<file path="config.mk">
export PLATFORM = sky130hd
export DESIGN_NAME = pssi_top
export DESIGN_NICKNAME = d
export VERILOG_FILES = /design/src/hw/pssi_pkg.sv /design/src/hw/pssi_sync.sv /design/src/hw/pssi_prog_timer.sv /design/src/hw/pssi_top.sv
export VERILOG_INCLUDE_DIRS = /design/src /design/src/hw
export SDC_FILE = /design/constraint.sdc
export NUM_CORES = 1
export LEC_CHECK = 0
export BUFFER_PORTS_ARGS = -buffer_cell sky130_fd_sc_hd__buf_4
export CORE_MARGIN = 4
export CORE_UTILIZATION = 45
export DETAILED_ROUTE_END_ITERATION = 16
export GPL_TIMING_DRIVEN = 0
export SLEW_MARGIN = 25
export SYNTH_ARGS = -nofsm -noshare
export SYNTH_HDL_FRONTEND = slang
export SYNTH_SLANG_ARGS = --single-unit
</file>
<file path="constraint.sdc">
create_clock -name clk -period 6.75 [get_ports clk]
set_clock_uncertainty 0.05 [all_clocks]
set_input_delay 0.3375 -clock clk [delete_from_list [all_inputs] [get_ports clk]]
set_output_delay 0.3375 -clock clk [all_outputs]
set_load 0.01 [all_outputs]
</file>
<file path="src/hw/pssi_defs.svh">
// Constants of the potentiometer serial slave interface
`ifndef PSSI_DEFS_SVH
`define PSSI_DEFS_SVH
// System clock rate in Hz
`define PSSI_CLK_HZ 20000000
// Longest non-volatile programming time in milliseconds
`define PSSI_PROG_TIME_MS 5
// Programming time in clock cycles, a longest time rounded down
`define PSSI_PROG_CYCLES ((`PSSI_PROG_TIME_MS * `PSSI_CLK_HZ) / 1000)
// Device-type code default; value is arbitrary
`define PSSI_DEV_TYPE_DEF 4'ha
// Index of the last bit of a byte
`define PSSI_LAST_BIT 3'h7
// Byte index of the instruction byte, and the saturating top index
`define PSSI_IDX_INSTR 2'h0
`define PSSI_IDX_TOP 2'h3
`endif

</file>
<file path="src/hw/pssi_pkg.sv">
// Types of the potentiometer serial slave interface
package pssi_pkg;
  typedef enum logic [2:0] {
    PSSI_ST_IDLE = 3'h0,
    PSSI_ST_ADDR = 3'h1,
    PSSI_ST_ADDR_ACK = 3'h2,
    PSSI_ST_RX = 3'h3,
    PSSI_ST_RX_ACK = 3'h4,
    PSSI_ST_TX = 3'h5,
    PSSI_ST_TX_ACK = 3'h6,
    PSSI_ST_TX_LOAD = 3'h7
  } pssi_state_t;
endpackage : pssi_pkg

</file>
<file path="src/hw/pssi_sync.sv">
// Three-stage synchroniser with agreement filter for pin inputs
module pssi_sync #(
  parameter int unsigned WIDTH = 1
) (
  input wire logic clk,
  input wire logic reset,
  input wire logic [WIDTH-1:0] din,
  output logic [WIDTH-1:0] dout
);
  generate
    if (WIDTH < 1)
    begin : g_chk
      $error("pssi_sync needs WIDTH of at least one");
    end
  endgenerate

  genvar i;
  generate
    for (i = 0; i < WIDTH; i++)
    begin : g_bit
      logic s1_reg;
      logic s2_reg;
      logic s3_reg;
      logic out_reg;
      logic out_next;
      // A change counts only once stages two and three agree
      always_comb
      begin
        out_next = out_reg;
        if (s2_reg == s3_reg)
        begin
          out_next = s3_reg;
        end
      end
      // Idle level of open-drain lines is high
      always_ff @(posedge clk or posedge reset)
      begin
        if (reset)
        begin
          s1_reg <= 1'b1;
          s2_reg <= 1'b1;
          s3_reg <= 1'b1;
          out_reg <= 1'b1;
        end
        else
        begin
          s1_reg <= din[i];
          s2_reg <= s1_reg;
          s3_reg <= s2_reg;
          out_reg <= out_next;
        end
      end
      assign dout[i] = out_reg;
    end
  endgenerate
endmodule : pssi_sync

</file>
<file path="src/hw/pssi_prog_timer.sv">
// Non-volatile programming cycle timer
module pssi_prog_timer #(
  parameter int unsigned CYCLES = 100000
) (
  input wire logic clk,
  input wire logic reset,
  input wire logic start,
  output logic busy
);
  localparam int unsigned W = (CYCLES < 2) ? 1 : $clog2(CYCLES);
  localparam logic [W-1:0] LAST = W'(CYCLES - 1);

  generate
    if (CYCLES < 2)
    begin : g_chk
      $error("pssi_prog_timer needs CYCLES of at least two");
    end
  endgenerate

  logic busy_reg;
  logic busy_next;
  logic [W-1:0] cnt_reg;
  logic [W-1:0] cnt_next;

  // Busy lasts exactly CYCLES clocks from the start pulse
  always_comb
  begin
    busy_next = busy_reg;
    cnt_next = cnt_reg;
    if (!busy_reg && start)
    begin
      busy_next = 1'b1;
      cnt_next = '0;
    end
    else if (busy_reg)
    begin
      cnt_next = cnt_reg + 1'b1;
      if (cnt_reg == LAST)
      begin
        busy_next = 1'b0;
      end
    end
  end

  always_ff @(posedge clk or posedge reset)
  begin
    if (reset)
    begin
      busy_reg <= 1'b0;
      cnt_reg <= '0;
    end
    else
    begin
      busy_reg <= busy_next;
      cnt_reg <= cnt_next;
    end
  end

  assign busy = busy_reg;
endmodule : pssi_prog_timer

</file>
<file path="src/hw/pssi_top.sv">
// Serial slave bus interface of a dual digital potentiometer
`include "pssi_defs.svh"
module pssi_top
  import pssi_pkg::*;
#(
  parameter int unsigned PROG_CYCLES = `PSSI_PROG_CYCLES,
  parameter logic [3:0] DEV_TYPE = `PSSI_DEV_TYPE_DEF // value is arbitrary
) (
  input wire logic clk,
  input wire logic reset,
  input wire logic scl_in,
  input wire logic sda_in,
  output logic sda_out,
  output logic sda_oe,
  input wire logic addr_strap_bit0,
  input wire logic addr_strap_bit1,
  input wire logic addr_strap_bit2,
  input wire logic addr_strap_bit3,
  output logic [7:0] rx_byte,
  output logic rx_valid,
  output logic [1:0] rx_index,
  input wire logic rd_sel,
  input wire logic [7:0] tx_byte,
  output logic tx_req,
  input wire logic nv_write_sel,
  output logic prog_start,
  output logic prog_busy,
  output logic wiper_load_from_nv
);
  logic scl_f;
  logic sda_f;
  logic [3:0] strap_f;
  logic scl_d_reg;
  logic sda_d_reg;
  logic scl_rise;
  logic scl_fall;
  logic start_ev;
  logic stop_ev;
  logic addr_match;

  // Bus lines and straps all come from outside the clock domain
  pssi_sync #(
    .WIDTH(6)
  ) pssi_sync_inst (
    .clk(clk),
    .reset(reset),
    .din({addr_strap_bit3, addr_strap_bit2, addr_strap_bit1, addr_strap_bit0,
      sda_in, scl_in}),
    .dout({strap_f, sda_f, scl_f})
  );

  // Delayed copies for edge finding
  always_ff @(posedge clk or posedge reset)
  begin
    if (reset)
    begin
      scl_d_reg <= 1'b1;
      sda_d_reg <= 1'b1;
    end
    else
    begin
      scl_d_reg <= scl_f;
      sda_d_reg <= sda_f;
    end
  end

  // Bus events; data moving with clock high is never a data bit
  assign scl_rise = scl_f && !scl_d_reg;
  assign scl_fall = !scl_f && scl_d_reg;
  assign start_ev = scl_f && scl_d_reg && sda_d_reg && !sda_f;
  assign stop_ev = scl_f && scl_d_reg && !sda_d_reg && sda_f;

  pssi_state_t state_reg;
  pssi_state_t state_next;
  logic [2:0] bit_cnt_reg;
  logic [2:0] bit_cnt_next;
  logic [7:0] shift_reg;
  logic [7:0] shift_next;
  logic full_reg;
  logic full_next;
  logic oe_reg;
  logic oe_next;
  logic [1:0] idx_reg;
  logic [1:0] idx_next;
  logic rdm_reg;
  logic rdm_next;
  logic wrote_reg;
  logic wrote_next;
  logic rxv_reg;
  logic rxv_next;
  logic [7:0] rxb_reg;
  logic [7:0] rxb_next;
  logic [1:0] rxi_reg;
  logic [1:0] rxi_next;
  logic txr_reg;
  logic txr_next;
  logic pstart_reg;
  logic pstart_next;

  // Upper nibble is the type code, lower nibble the strap levels
  assign addr_match = (shift_reg[7:4] == DEV_TYPE) && (shift_reg[3:0] == strap_f);

  // Bus sequencer; STOP and START take priority over any state
  always_comb
  begin
    state_next = state_reg;
    bit_cnt_next = bit_cnt_reg;
    shift_next = shift_reg;
    full_next = full_reg;
    oe_next = oe_reg;
    idx_next = idx_reg;
    rdm_next = rdm_reg;
    wrote_next = wrote_reg;
    rxv_next = 1'b0;
    rxb_next = rxb_reg;
    rxi_next = rxi_reg;
    txr_next = 1'b0;
    pstart_next = 1'b0;
    if (stop_ev)
    begin
      state_next = PSSI_ST_IDLE;
      oe_next = 1'b0;
      full_next = 1'b0;
      wrote_next = 1'b0; // A later stray STOP must not program again
      // Only a write that carried a data byte programs the array
      if (wrote_reg && !rdm_reg && nv_write_sel && !prog_busy)
      begin
        pstart_next = 1'b1;
      end
    end
    else if (start_ev)
    begin
      state_next = PSSI_ST_ADDR;
      bit_cnt_next = 3'h0;
      full_next = 1'b0;
      oe_next = 1'b0;
      idx_next = `PSSI_IDX_INSTR;
      rdm_next = 1'b0;
      wrote_next = 1'b0;
    end
    else
    begin
      case (state_reg)
        PSSI_ST_IDLE:
        begin
          oe_next = 1'b0;
        end
        PSSI_ST_ADDR, PSSI_ST_RX:
        begin
          if (scl_rise && !full_reg)
          begin
            shift_next = {shift_reg[6:0], sda_f};
            bit_cnt_next = bit_cnt_reg + 3'h1;
            full_next = (bit_cnt_reg == `PSSI_LAST_BIT);
            if (state_reg == PSSI_ST_RX && bit_cnt_reg == `PSSI_LAST_BIT)
            begin
              rxv_next = 1'b1;
              rxb_next = {shift_reg[6:0], sda_f};
              rxi_next = idx_reg;
            end
          end
          else if (scl_fall && full_reg)
          begin
            full_next = 1'b0;
            if (state_reg == PSSI_ST_RX)
            begin
              oe_next = 1'b1;
              state_next = PSSI_ST_RX_ACK;
            end
            else if (addr_match && !prog_busy)
            begin
              oe_next = 1'b1;
              state_next = PSSI_ST_ADDR_ACK;
            end
            else
            begin
              // Busy or not ours: stay released until the next START
              state_next = PSSI_ST_IDLE;
            end
          end
        end
        PSSI_ST_ADDR_ACK:
        begin
          if (scl_fall)
          begin
            oe_next = 1'b0;
            bit_cnt_next = 3'h0;
            state_next = PSSI_ST_RX;
          end
        end
        PSSI_ST_RX_ACK:
        begin
          // Decoder answers rd_sel by the rise of the ack clock, where it is read
          if (scl_rise && idx_reg == `PSSI_IDX_INSTR && rd_sel)
          begin
            rdm_next = 1'b1;
            txr_next = 1'b1;
          end
          if (scl_fall)
          begin
            bit_cnt_next = 3'h0;
            if (idx_reg != `PSSI_IDX_TOP)
            begin
              idx_next = idx_reg + 2'h1;
            end
            if (idx_reg != `PSSI_IDX_INSTR)
            begin
              wrote_next = 1'b1;
            end
            if (rdm_reg)
            begin
              shift_next = tx_byte;
              oe_next = !tx_byte[7];
              state_next = PSSI_ST_TX;
            end
            else
            begin
              oe_next = 1'b0;
              state_next = PSSI_ST_RX;
            end
          end
        end
        PSSI_ST_TX:
        begin
          // Data changes only while the clock is low
          if (scl_fall)
          begin
            if (bit_cnt_reg == `PSSI_LAST_BIT)
            begin
              oe_next = 1'b0;
              state_next = PSSI_ST_TX_ACK;
            end
            else
            begin
              bit_cnt_next = bit_cnt_reg + 3'h1;
              shift_next = {shift_reg[6:0], 1'b0};
              oe_next = !shift_reg[6];
            end
          end
        end
        PSSI_ST_TX_ACK:
        begin
          if (scl_rise)
          begin
            if (!sda_f)
            begin
              txr_next = 1'b1;
              state_next = PSSI_ST_TX_LOAD;
            end
            else
            begin
              // No ack: hold off and idle until the next START
              state_next = PSSI_ST_IDLE;
            end
          end
        end
        PSSI_ST_TX_LOAD:
        begin
          if (scl_fall)
          begin
            shift_next = tx_byte;
            oe_next = !tx_byte[7];
            bit_cnt_next = 3'h0;
            state_next = PSSI_ST_TX;
          end
        end
        default:
        begin
          state_next = PSSI_ST_IDLE;
          oe_next = 1'b0;
        end
      endcase
    end
  end

  always_ff @(posedge clk or posedge reset)
  begin
    if (reset)
    begin
      state_reg <= PSSI_ST_IDLE;
      bit_cnt_reg <= 3'h0;
      shift_reg <= 8'h00;
      full_reg <= 1'b0;
      oe_reg <= 1'b0;
      idx_reg <= `PSSI_IDX_INSTR;
      rdm_reg <= 1'b0;
      wrote_reg <= 1'b0;
      rxv_reg <= 1'b0;
      rxb_reg <= 8'h00;
      rxi_reg <= 2'h0;
      txr_reg <= 1'b0;
      pstart_reg <= 1'b0;
    end
    else
    begin
      state_reg <= state_next;
      bit_cnt_reg <= bit_cnt_next;
      shift_reg <= shift_next;
      full_reg <= full_next;
      oe_reg <= oe_next;
      idx_reg <= idx_next;
      rdm_reg <= rdm_next;
      wrote_reg <= wrote_next;
      rxv_reg <= rxv_next;
      rxb_reg <= rxb_next;
      rxi_reg <= rxi_next;
      txr_reg <= txr_next;
      pstart_reg <= pstart_next;
    end
  end

  // Programming cycle; the timer keeps the bus disabled meanwhile
  pssi_prog_timer #(
    .CYCLES(PROG_CYCLES)
  ) pssi_prog_timer_inst (
    .clk(clk),
    .reset(reset),
    .start(pstart_reg),
    .busy(prog_busy)
  );

  logic wl_done_reg;
  logic wl_done_next;
  logic wl_pulse_reg;
  logic wl_pulse_next;

  // One load pulse after power-up reset releases
  always_comb
  begin
    wl_done_next = 1'b1;
    wl_pulse_next = !wl_done_reg;
  end

  always_ff @(posedge clk or posedge reset)
  begin
    if (reset)
    begin
      wl_done_reg <= 1'b0;
      wl_pulse_reg <= 1'b0;
    end
    else
    begin
      wl_done_reg <= wl_done_next;
      wl_pulse_reg <= wl_pulse_next;
    end
  end

  // Open drain: only ever pull low; clock pin is input only
  assign sda_out = 1'b0;
  assign sda_oe = oe_reg;
  assign rx_byte = rxb_reg;
  assign rx_valid = rxv_reg;
  assign rx_index = rxi_reg;
  assign tx_req = txr_reg;
  assign prog_start = pstart_reg;
  assign wiper_load_from_nv = wl_pulse_reg;
endmodule : pssi_top

</file>
==> metrics.txt, run 1 <==
Worst slew margin 52.3%; Most Used Layer, Global Route met2; unique cell type count in the Yosys netlist 52; RR Endpoint sda_oe; Initial Util 47.0%; mapped cell area about 3700 um^2; Num CTS Buffers 9; storage element area approximately 2000 um^2; setup TNS 0 ns; M3 GR Usage under 10%; row cnt 32; critical path's top delay family simple AND/OR/NAND/NOR gates; max-capacitance violation count 0; FILL cells 733; syn_nets approximately 360; status complete, no violations; # setup viols final 0; clock sinks a little under 80; number of stages on the worst setup path 6; Fin. Hold Viols 0; Gate Count Post-Synth 338; f_max 0.438 GHz; initial antenna violation count 0; layout cells sized above 1 27.0%; most used flip-flop cell after synthesis dfrtp_1; Synth area leader dfrtp_1; total wire length 7390 um; largest family of logic cells by synthesized area simple AND/OR/NAND/NOR gates; gr ovfl total 0; CP peak stage delay 0.58 ns; RSZ-0062 raised after global routing false; Multi-input gate area 1550 um^2; max reg flops 17; drc violations 0; Core Region 7850 um^2; compound-gate portion of the synthesized area 11.9%; crit-path max FO 10; Min Hold Slack between 0.02 and 0.025 ns; sequential area share after synthesis 54.5%; Synth Area in XOR/XNOR 2.85%; mux cell area share after synthesis 8.90%; Synth Register Bits 79; Worst-path clk slew ~0.090 ns; number of buffers and inverters on the critical path 1; cell depth of the worst flop-to-flop path 6; Syn Area/Cell 10.9 um^2; post-synth top area share between 30% and 40%; H-tree level count 3; post-route ant nets 0; wire per inst 15.1 um; HP Class input port to flip-flop; final net count 407; global-route wire length before repair 12600 um; worst endpoint required time 6.95 ns; Tmin final approximately 2.3 ns; CP startpoint pssi_sync_inst.g_bit[0].out_reg; final worst path period share between 30% and 40%; drt first pass iters 4; largest net degree at the start of global routing 45; CP Data Arrival Time 2.48 ns; FF-to-FF setup slack roughly 4.5 ns; Inserted Diodes 0; Worst-Margin Slew 0.713 ns; Synth area leaders dfrtp_1 (36%), dfstp_2 (19%), mux2i_1 (3.8%); WS Path Type flip-flop to flip-flop; GP Congestion 0.909; Adder-Cell Fraction of Synth Area 3.33%; Worst VDD drop 0.000192 V; critical-path cell list buf_2 -> nand2_1 -> nor2_1 -> o32a_1 -> o31ai_1 -> mux2_2; number of global-route vias before repair 2599; number of synthesized flops with an enable pin 0; Die X-Extent around 98 um; full die area between 9000 and 10000 um^2; root buffer cell clkbuf_8; IO Port Bufs 33; worst skew pair latency 0.36 ns; Power Density 245 nW/um^2; Setup crit start kind flip-flop; DPL Wire Length 5280 um; Synth Area in Simple Gates 14.8%; I/O pins 35; Worst Setup End Kind flip-flop; Starting DRT DRC Count 80; Async S/R FF share, synth 100%; Setup crit end sda_oe; Area growth syn-to-layout 16.6%; met2 GRT Util about 24%; met1 usage between 20% and 30%; TritonCTS clock tree done; FF-to-FF Start pssi_sync_inst.g_bit[0].out_reg; Tot GR Track Use 16.2%; clock buffer depth 2; routed via count 2617; CP max-delay cell nor2_1; Yosys warnings 0; fin util 54.8%; height of the die ~98 um; leak pwr 1.94 nW; via/cell ratio 5.33; Max Transition Viols Final 0
## worst register-to-register path, cell delays in order (launching register included)
cell and delay, ns:
dfstp_2 0.55, buf_2 0.20, nand2_1 0.13, nor2_1 0.58, o32a_1 0.27, o31ai_1 0.09, mux2_2 0.30
## worst min path at each step
| stage | cells past startpoint | start | to |
|---|---|---|---|
| 6_report | 1 | addr_strap_bit1 | pssi_sync_inst.g_bit[3].s1_reg |
| 5_1_grt | 1 | addr_strap_bit1 | pssi_sync_inst.g_bit[3].s1_reg |
| 4_1_cts | 1 | addr_strap_bit1 | pssi_sync_inst.g_bit[3].s1_reg |
| 3_5_place_dp | 0 | pssi_sync_inst.g_bit[4].s1_reg | pssi_sync_inst.g_bit[4].s2_reg |
| 3_3_place_gp | 0 | pssi_sync_inst.g_bit[2].s1_reg | pssi_sync_inst.g_bit[2].s2_reg |
| 2_1_floorplan | 0 | scl_in | pssi_sync_inst.g_bit[0].s1_reg |
## layer usage
layer / wire length, um / share of wire [%] / up-vias
li1: - / - / 1271
met4: 151 / 2.0 / 0
met1: 3600 / 49 / 1283
met2: 3390 / 46 / 49
met3: 260 / 3.5 / 14
met5: 0 / 0 / -
## per-stage QoR
stage          power [W]  instance area (um^2)  std cells  setup WS, ns
2_1_floorplan   0.000657                  3680        338          4.38
3_3_place_gp    0.000698                  4060        473          3.41
3_5_place_dp    0.000704                  4080        474          4.48
4_1_cts          0.00107                  4300        491          4.47
5_1_grt          0.00111                  4300        491          4.36
6_report         0.00105                  4300        491          4.47
## Yosys cell counts, drive strengths merged, types with 9 or more instances
library cell and n:
nor2 27, nand2b 9, a21oi 13, dfstp 26, mux2 15, inv 10, nand2 37, dfrtp 53
buf 10, mux2i 14, o21ai 22, xnor2 11
## cells in the final DEF, fill, tap and decap left out, types with 5 or more instances in the layout
master	instances
clkbuf_1	7
dfstp_2	26
nand3_1	6
dfrtp_1	53
nor2b_1	5
clkbuf_8	9
nand2_1	37
xnor2_1	11
buf_4	34
mux2i_1	14
a21oi_1	13
mux2_4	5
mux2_2	10
nor2_1	27
nand2b_1	9
maj3_1	6
buf_2	7
ha_1	5
inv_1	9
o21ai_0	22
## area by class of cell
| class | instances | share of cell area, % |
|---|---|---|
| Timing Repair Buffer | 35 | 6.46 |
| Inverter | 10 | 0.932 |
| Clock buffer | 10 | 3.47 |
| Tap cell | 102 | 2.97 |
| Sequential cell | 79 | 46.8 |
| Clock inverter | 6 | 1.28 |
| Buffer | 17 | 2.13 |
| Multi-Input combinational cell | 232 | 36.0 |
## report_power, final
group / internal, W / switching (W)
sequential: 0.000513 / 0.0000277
combinational: 0.0000731 / 0.0000804
clock: 0.000165 / 0.000193
## logic make-up (layout without fill, tap and decap cells)
kind of cell,count (synthesis),count (layout)
flops,79,79
simple gates,111,111
compound gates,67,67
xor+xnor,12,12
other cells,2,2
fa+ha+maj,11,11
mux,29,29
buf+inv,27,78
## repair_timing
action | CTS | global route
gates resized for setup | 0 | 0
hold buffers | 1 | 0
setup buffers | 0 | 0
endpoints found under the setup margin | 0 | 0
endpoints found under the hold margin | 24 | 0
(Power assumes the default switching activity.)
==> run 2, diff against run 1 <==
clock period = 2.1 ns   (was 6.75 ns; I/O delays follow)
==> run 2 against run 1 <==
Against the previous run: core utilization is 4.3 points higher; routed wire length is 3.4% higher; hold slack worse by 0.0032 ns; clock power grew to 3.2 times the previous value; non-clock buffer count is 21 higher; count of clock-buffer cells in the layout is 1 lower; first-iteration DRC count is 36% higher; die area stayed put; cell area is 7.8% higher; global-route usage is 0.43 points higher; critical path depth stayed put.
==> metrics.txt, run 2 (synthesis results as in run 1) <==
Inserted Diodes 0; via/cell ratio 5.26; Power Density 758 nW/um^2; root buffer cell clkbuf_8; Cells after DPL 476; Die X-Extent 98.5 um; full die area 9700 um^2; TritonCTS clock tree done; Worst Setup End Kind flip-flop; Setup crit start kind flip-flop; Initial Util 47.0%; Area growth syn-to-layout 25.7%; routed via count between 2000 and 3000; gr ovfl total 0; Worst-Margin Slew ~0.53 ns; CP Data Arrival Time 2.25 ns; critical path's top delay family flip-flops; most frequent cells in the layout dfrtp_1 (53), buf_4 (42), nand2_1 (37), nor2_1 (26), dfstp_2 (26); fin util slightly below 60%; number of global-route vias before repair 2633; drc violations 0; global-route wire length before repair 13100 um; final net count 428; CP max-delay cell dfstp_2; row cnt 32; crit-path max FO 8; number of buffers and inverters on the critical path 1; Num CTS Buffers 9; I/O pins 35; Tot GR Track Use 16.6%; initial antenna violation count 0; Tot Pwr 0.00351 W; Min Hold Slack roughly 0.022 ns; # setup viols final 0; max reg flops 17; Core Region 7850 um^2; wire per inst 14.9 um; Worst-path clk slew 0.09 ns; max-capacitance violation count 0; clock buffer depth 2; Tmin final 2.06 ns; HP Class input port to flip-flop; layout cells sized above 1 slightly above 30%; drt first pass iters 4; Starting DRT DRC Count between 100 and 150; Non-Filler Instances 512; status complete, no violations; worst skew pair latency approximately 0.35 ns; Max Transition Viols Final 0; H-tree level count 3; total wire length 7650 um; final worst path period share 98.3%; f_max 0.484 GHz; WS Path Type flip-flop to flip-flop; most common cell after layout, fill and taps aside dfrtp_1; GP Congestion 0.865; Area after DPL 4140 um^2; CP peak stage delay 0.62 ns; Worst slew margin 64.6%; post-route ant nets 0; height of the die 98.5 um; clock sinks 79; Worst VDD drop 0.000444 V; leak pwr 2.07 nW; Final Instance Area 4630 um^2; DPL Wire Length approximately 5200 um; worst endpoint required time about 2.3 ns; IO Port Bufs 33; critical-path cell list nand2b_4 -> a2bb2oi_2 -> o22ai_1 -> o32ai_2 -> buf_4 -> mux2_2; Fin. Hold Viols 0; largest net degree at the start of global routing 33
[run 2: cell types whose count changed in the layout (fill, tap and decap cells not counted), sizes merged]
| cell | change |
|---|---|
| dlygate4sd3 | +13 |
| clkinv | +4 |
| clkbuf | -1 |
| clkinvlp | +3 |
| buf | +8 |
| inv | -7 |
| bufinv | +1 |
[run 2: worst paths after layout]
kind	startpoint	to	slack, ns	cells past startpoint
worst max-delay path	scl_d_reg	state_reg[1]	0.04	6
worst min register to register	pssi_sync_inst.g_bit[5].s1_reg	pssi_sync_inst.g_bit[5].s2_reg	0.31	0
worst min-delay path	tx_byte[5]	shift_reg[5]	0.02	3
min in group asynchronous	reset	shift_reg[1]	0.23	3
worst max register to register	scl_d_reg	state_reg[1]	0.04	6
max in group asynchronous	reset	idx_reg[0]	1.21	5
[run 2: routing by layer]
| metal | vias up | track usage (%) | share of wire, % |
|---|---|---|---|
| met3 | 4 | 2.97 | 3.9 |
| met1 | 1317 | 24.3 | 47 |
| met5 | - | 0 | 0 |
| met2 | 55 | 24.4 | 49 |
| met4 | 0 | 6.62 | 0.75 |
| li1 | 1317 | - | - |
[run 2: power by group]
| part | internal, W | switching [W] |
|---|---|---|
| registers | 0.00165 | 0.0000976 |
| clock network | 0.000561 | 0.000582 |
| logic | 0.000328 | 0.000293 |
| total | 0.00254 | 0.000973 |
[run 2: final cells by class]
type                    instances  area [um^2]
clock buffers                   9          124
clock inverters                 7         81.3
multi-input cells             232         1620
plain buffers                  15          100
well taps                     102          128
fillers                       668         3210
repair buffers                 58          523
inverters                      10         45.0
flip-flops and latches         79         2010
[run 2: repair_timing]
item / in CTS / in global routing
hold buffers: 14 / 0
pin swaps: 1 / 3
setup buffers: 3 / 5
resized for setup: 8 / 19
hold endpoints to repair: 48 / 0
endpoints found under the setup margin: 12 / 18
[run 2: stage by stage]
stage	worst slack (ns)	TNS [ns]
after CTS	0.00474	0
after global routing	-0.0150	-0.0150
after floorplan	0.113	0
final	0.0355	0
after detailed placement	-0.101	-0.811
after global placement	-0.140	-0.961
[run 2: worst register-to-register path: stages (launching register included)]
cell and delay (ns):
dfstp_2 0.62, nand2b_4 0.19, a2bb2oi_2 0.16, o22ai_1 0.11
o32ai_2 0.32, buf_4 0.18, mux2_2 0.33
==> run 3, diff against run 2 <==
GPL_TIMING_DRIVEN = default   (was 0)
==> run 3 against run 2 <==
Against the previous run: setup slack better by 0.065 ns; cell area shrank 3.5%; largest power group unchanged; total power fell by 5.2%; critical path depth unchanged; sequential share of layout area rose by 1.6 points; first-iteration DRC count up 56%; register-to-register slack improved by 0.06 ns; global-route usage fell by 0.99 points.
==> metrics.txt, run 3 (synthesis results as in run 1) <==
initial antenna violation count 0; I/O pins 35; Worst-path clk slew 0.09 ns; Tmin final between 1.5 and 2 ns; f_max 0.500 GHz; max-capacitance violation count 0; leak pwr 2.00 nW; DPL Wire Length 5030 um; global-route wire length before repair 12100 um; total wire length slightly above 7000 um; root buffer cell clkbuf_8; fin util 57.0%; Worst slew margin between 50% and 60%; CP dominant cell by count ha_1; GP Congestion 0.847; Comb pwr share 15.8%; Setup crit end state_reg[1]; critical path's top delay family compound AO/OA/AOI/OAI gates; Setup crit start kind flip-flop; FF-to-FF Start bit_cnt_reg[0]; post-route ant nets 0; Max Transition Viols Final 0; routed via count roughly 2600; Fin. Hold Viols 0; Worst Setup End Kind flip-flop; final worst path period share a little over nine tenths; # setup viols final 0; worst skew pair latency 0.35 ns; setup TNS 0 ns; Core Region 7850 um^2; crit-path max FO 4; clock sinks 79; Area growth syn-to-layout 21.3%; number of buffers and inverters on the critical path 0; clock share of power about 32%; largest net degree at the start of global routing 35; CP peak stage delay ~0.4 ns; IO Port Bufs 33; Setup WS pre-CTS 0.0307 ns; status complete, no violations; CP startpoint bit_cnt_reg[0]; most frequent cells in the layout dfrtp_1 (52), buf_4 (48), nand2_1 (37), nor2_1 (27), dfstp_2 (26); switching part of the total power 28.1%; most common cell after layout, fill and taps aside dfrtp_1; full die area 9700 um^2; number of global-route vias before repair 2500; number of stages on the worst setup path 6; Num CTS Buffers 9; FF-to-FF setup slack roughly 0.10 ns; CP Data Arrival Time ~2.2 ns; Min Hold Slack between 0.02 and 0.025 ns; Worst VDD drop approximately 0.00045 V; H-tree level count 3; height of the die slightly below 100 um; Setup WS post-layout 0.100 ns; Die X-Extent 98.5 um; clock buffer depth 2; wire per inst 14.0 um; Switch Pwr 0.000935 W; HP Class input port to flip-flop; RR Endpoint state_reg[1]; gr ovfl total 0; layout cells sized above 1 28.4%; cell depth of the worst flop-to-flop path 6; Inserted Diodes 0; Initial Util 47.0%; postcts setup bufs 0; row cnt 32; Worst-Margin Slew 0.649 ns; max reg flops 17; CP max-delay cell dfrtp_1; sequential share of power 52.1%; worst endpoint required time 2.29 ns; RSZ-0062 raised after global routing false; final net count 419; TritonCTS clock tree done; via/cell ratio 5.24; Starting DRT DRC Count 170; Power Density 745 nW/um^2; drc violations 0; WS Path Type flip-flop to flip-flop; drt first pass iters 4; critical-path cell list ha_1 -> ha_1 -> a22oi_1 -> nor2_1 -> o32ai_2 -> mux2_2; Tot Pwr 0.00333 W; Tot GR Track Use 15.6%; internal power approximately 0.0024 W
==> run 3: layout make-up <==
type | instances | area (um^2)
multi-input cells | 232 | 1550
well taps | 102 | 128
inverters | 10 | 41.3
clock inverters | 6 | 52.6
repair buffers | 64 | 551
flip-flops and latches | 79 | 2010
fillers | 662 | 3380
clock buffers | 10 | 138
==> run 3: stage by stage <==
step | cells | instance area, um^2
5_1_grt | 503 | 4470
6_report | 503 | 4470
3_3_place_gp | 474 | 4150
2_1_floorplan | 338 | 3690
4_1_cts | 503 | 4470
3_5_place_dp | 474 | 4150
==> run 3: what timing repair did <==
action                                  in CTS  in global routing
hold buffers                                13                  0
hold endpoints to repair                    25                  0
resized for setup                            0                  2
endpoints found under the setup margin       0                 14
==> run 3: worst min-delay path by stage <==
| stage | start | to | slack (ns) | depth (start not counted) |
|---|---|---|---|---|
| after floorplan | scl_in | pssi_sync_inst.g_bit[0].s1_reg | 0.06 | 0 |
| after detailed placement | sda_in | pssi_sync_inst.g_bit[1].s1_reg | 0.16 | 1 |
| after global routing | tx_byte[2] | shift_reg[2] | 0.007 | 3 |
| final | tx_byte[2] | shift_reg[2] | 0.02 | 3 |
| after CTS | tx_byte[1] | shift_reg[1] | 0.007 | 3 |
| after global placement | scl_in | pssi_sync_inst.g_bit[0].s1_reg | 0.16 | 1 |
==> run 3: power groups by stage <==
stage / Combinational [W] / Clock (W) / Sequential [W]
after detailed placement: 0.000508 / 0 / 0.00176
final: 0.000526 / 0.00107 / 0.00174
after CTS: 0.000530 / 0.00111 / 0.00174
after floorplan: 0.000368 / 0 / 0.00174
after global placement: 0.000501 / 0 / 0.00176
after global routing: 0.000583 / 0.00119 / 0.00175
==> run 3: metal layers <==
metal	part of all wire, %	GRT usage (%)	up-vias
met3	4.7	4.10	6
li1	-	-	1294
met4	1.5	6.72	0
met2	45	22.2	61
met1	49	22.5	1274
met5	0	0	-
==> run 3: worst reg2reg max path, stage by stage, from the launching register on <==
cell	delay (ns)
dfrtp_1	0.40
ha_1	0.20
ha_1	0.22
a22oi_1	0.19
nor2_1	0.07
o32ai_2	0.37
mux2_2	0.38
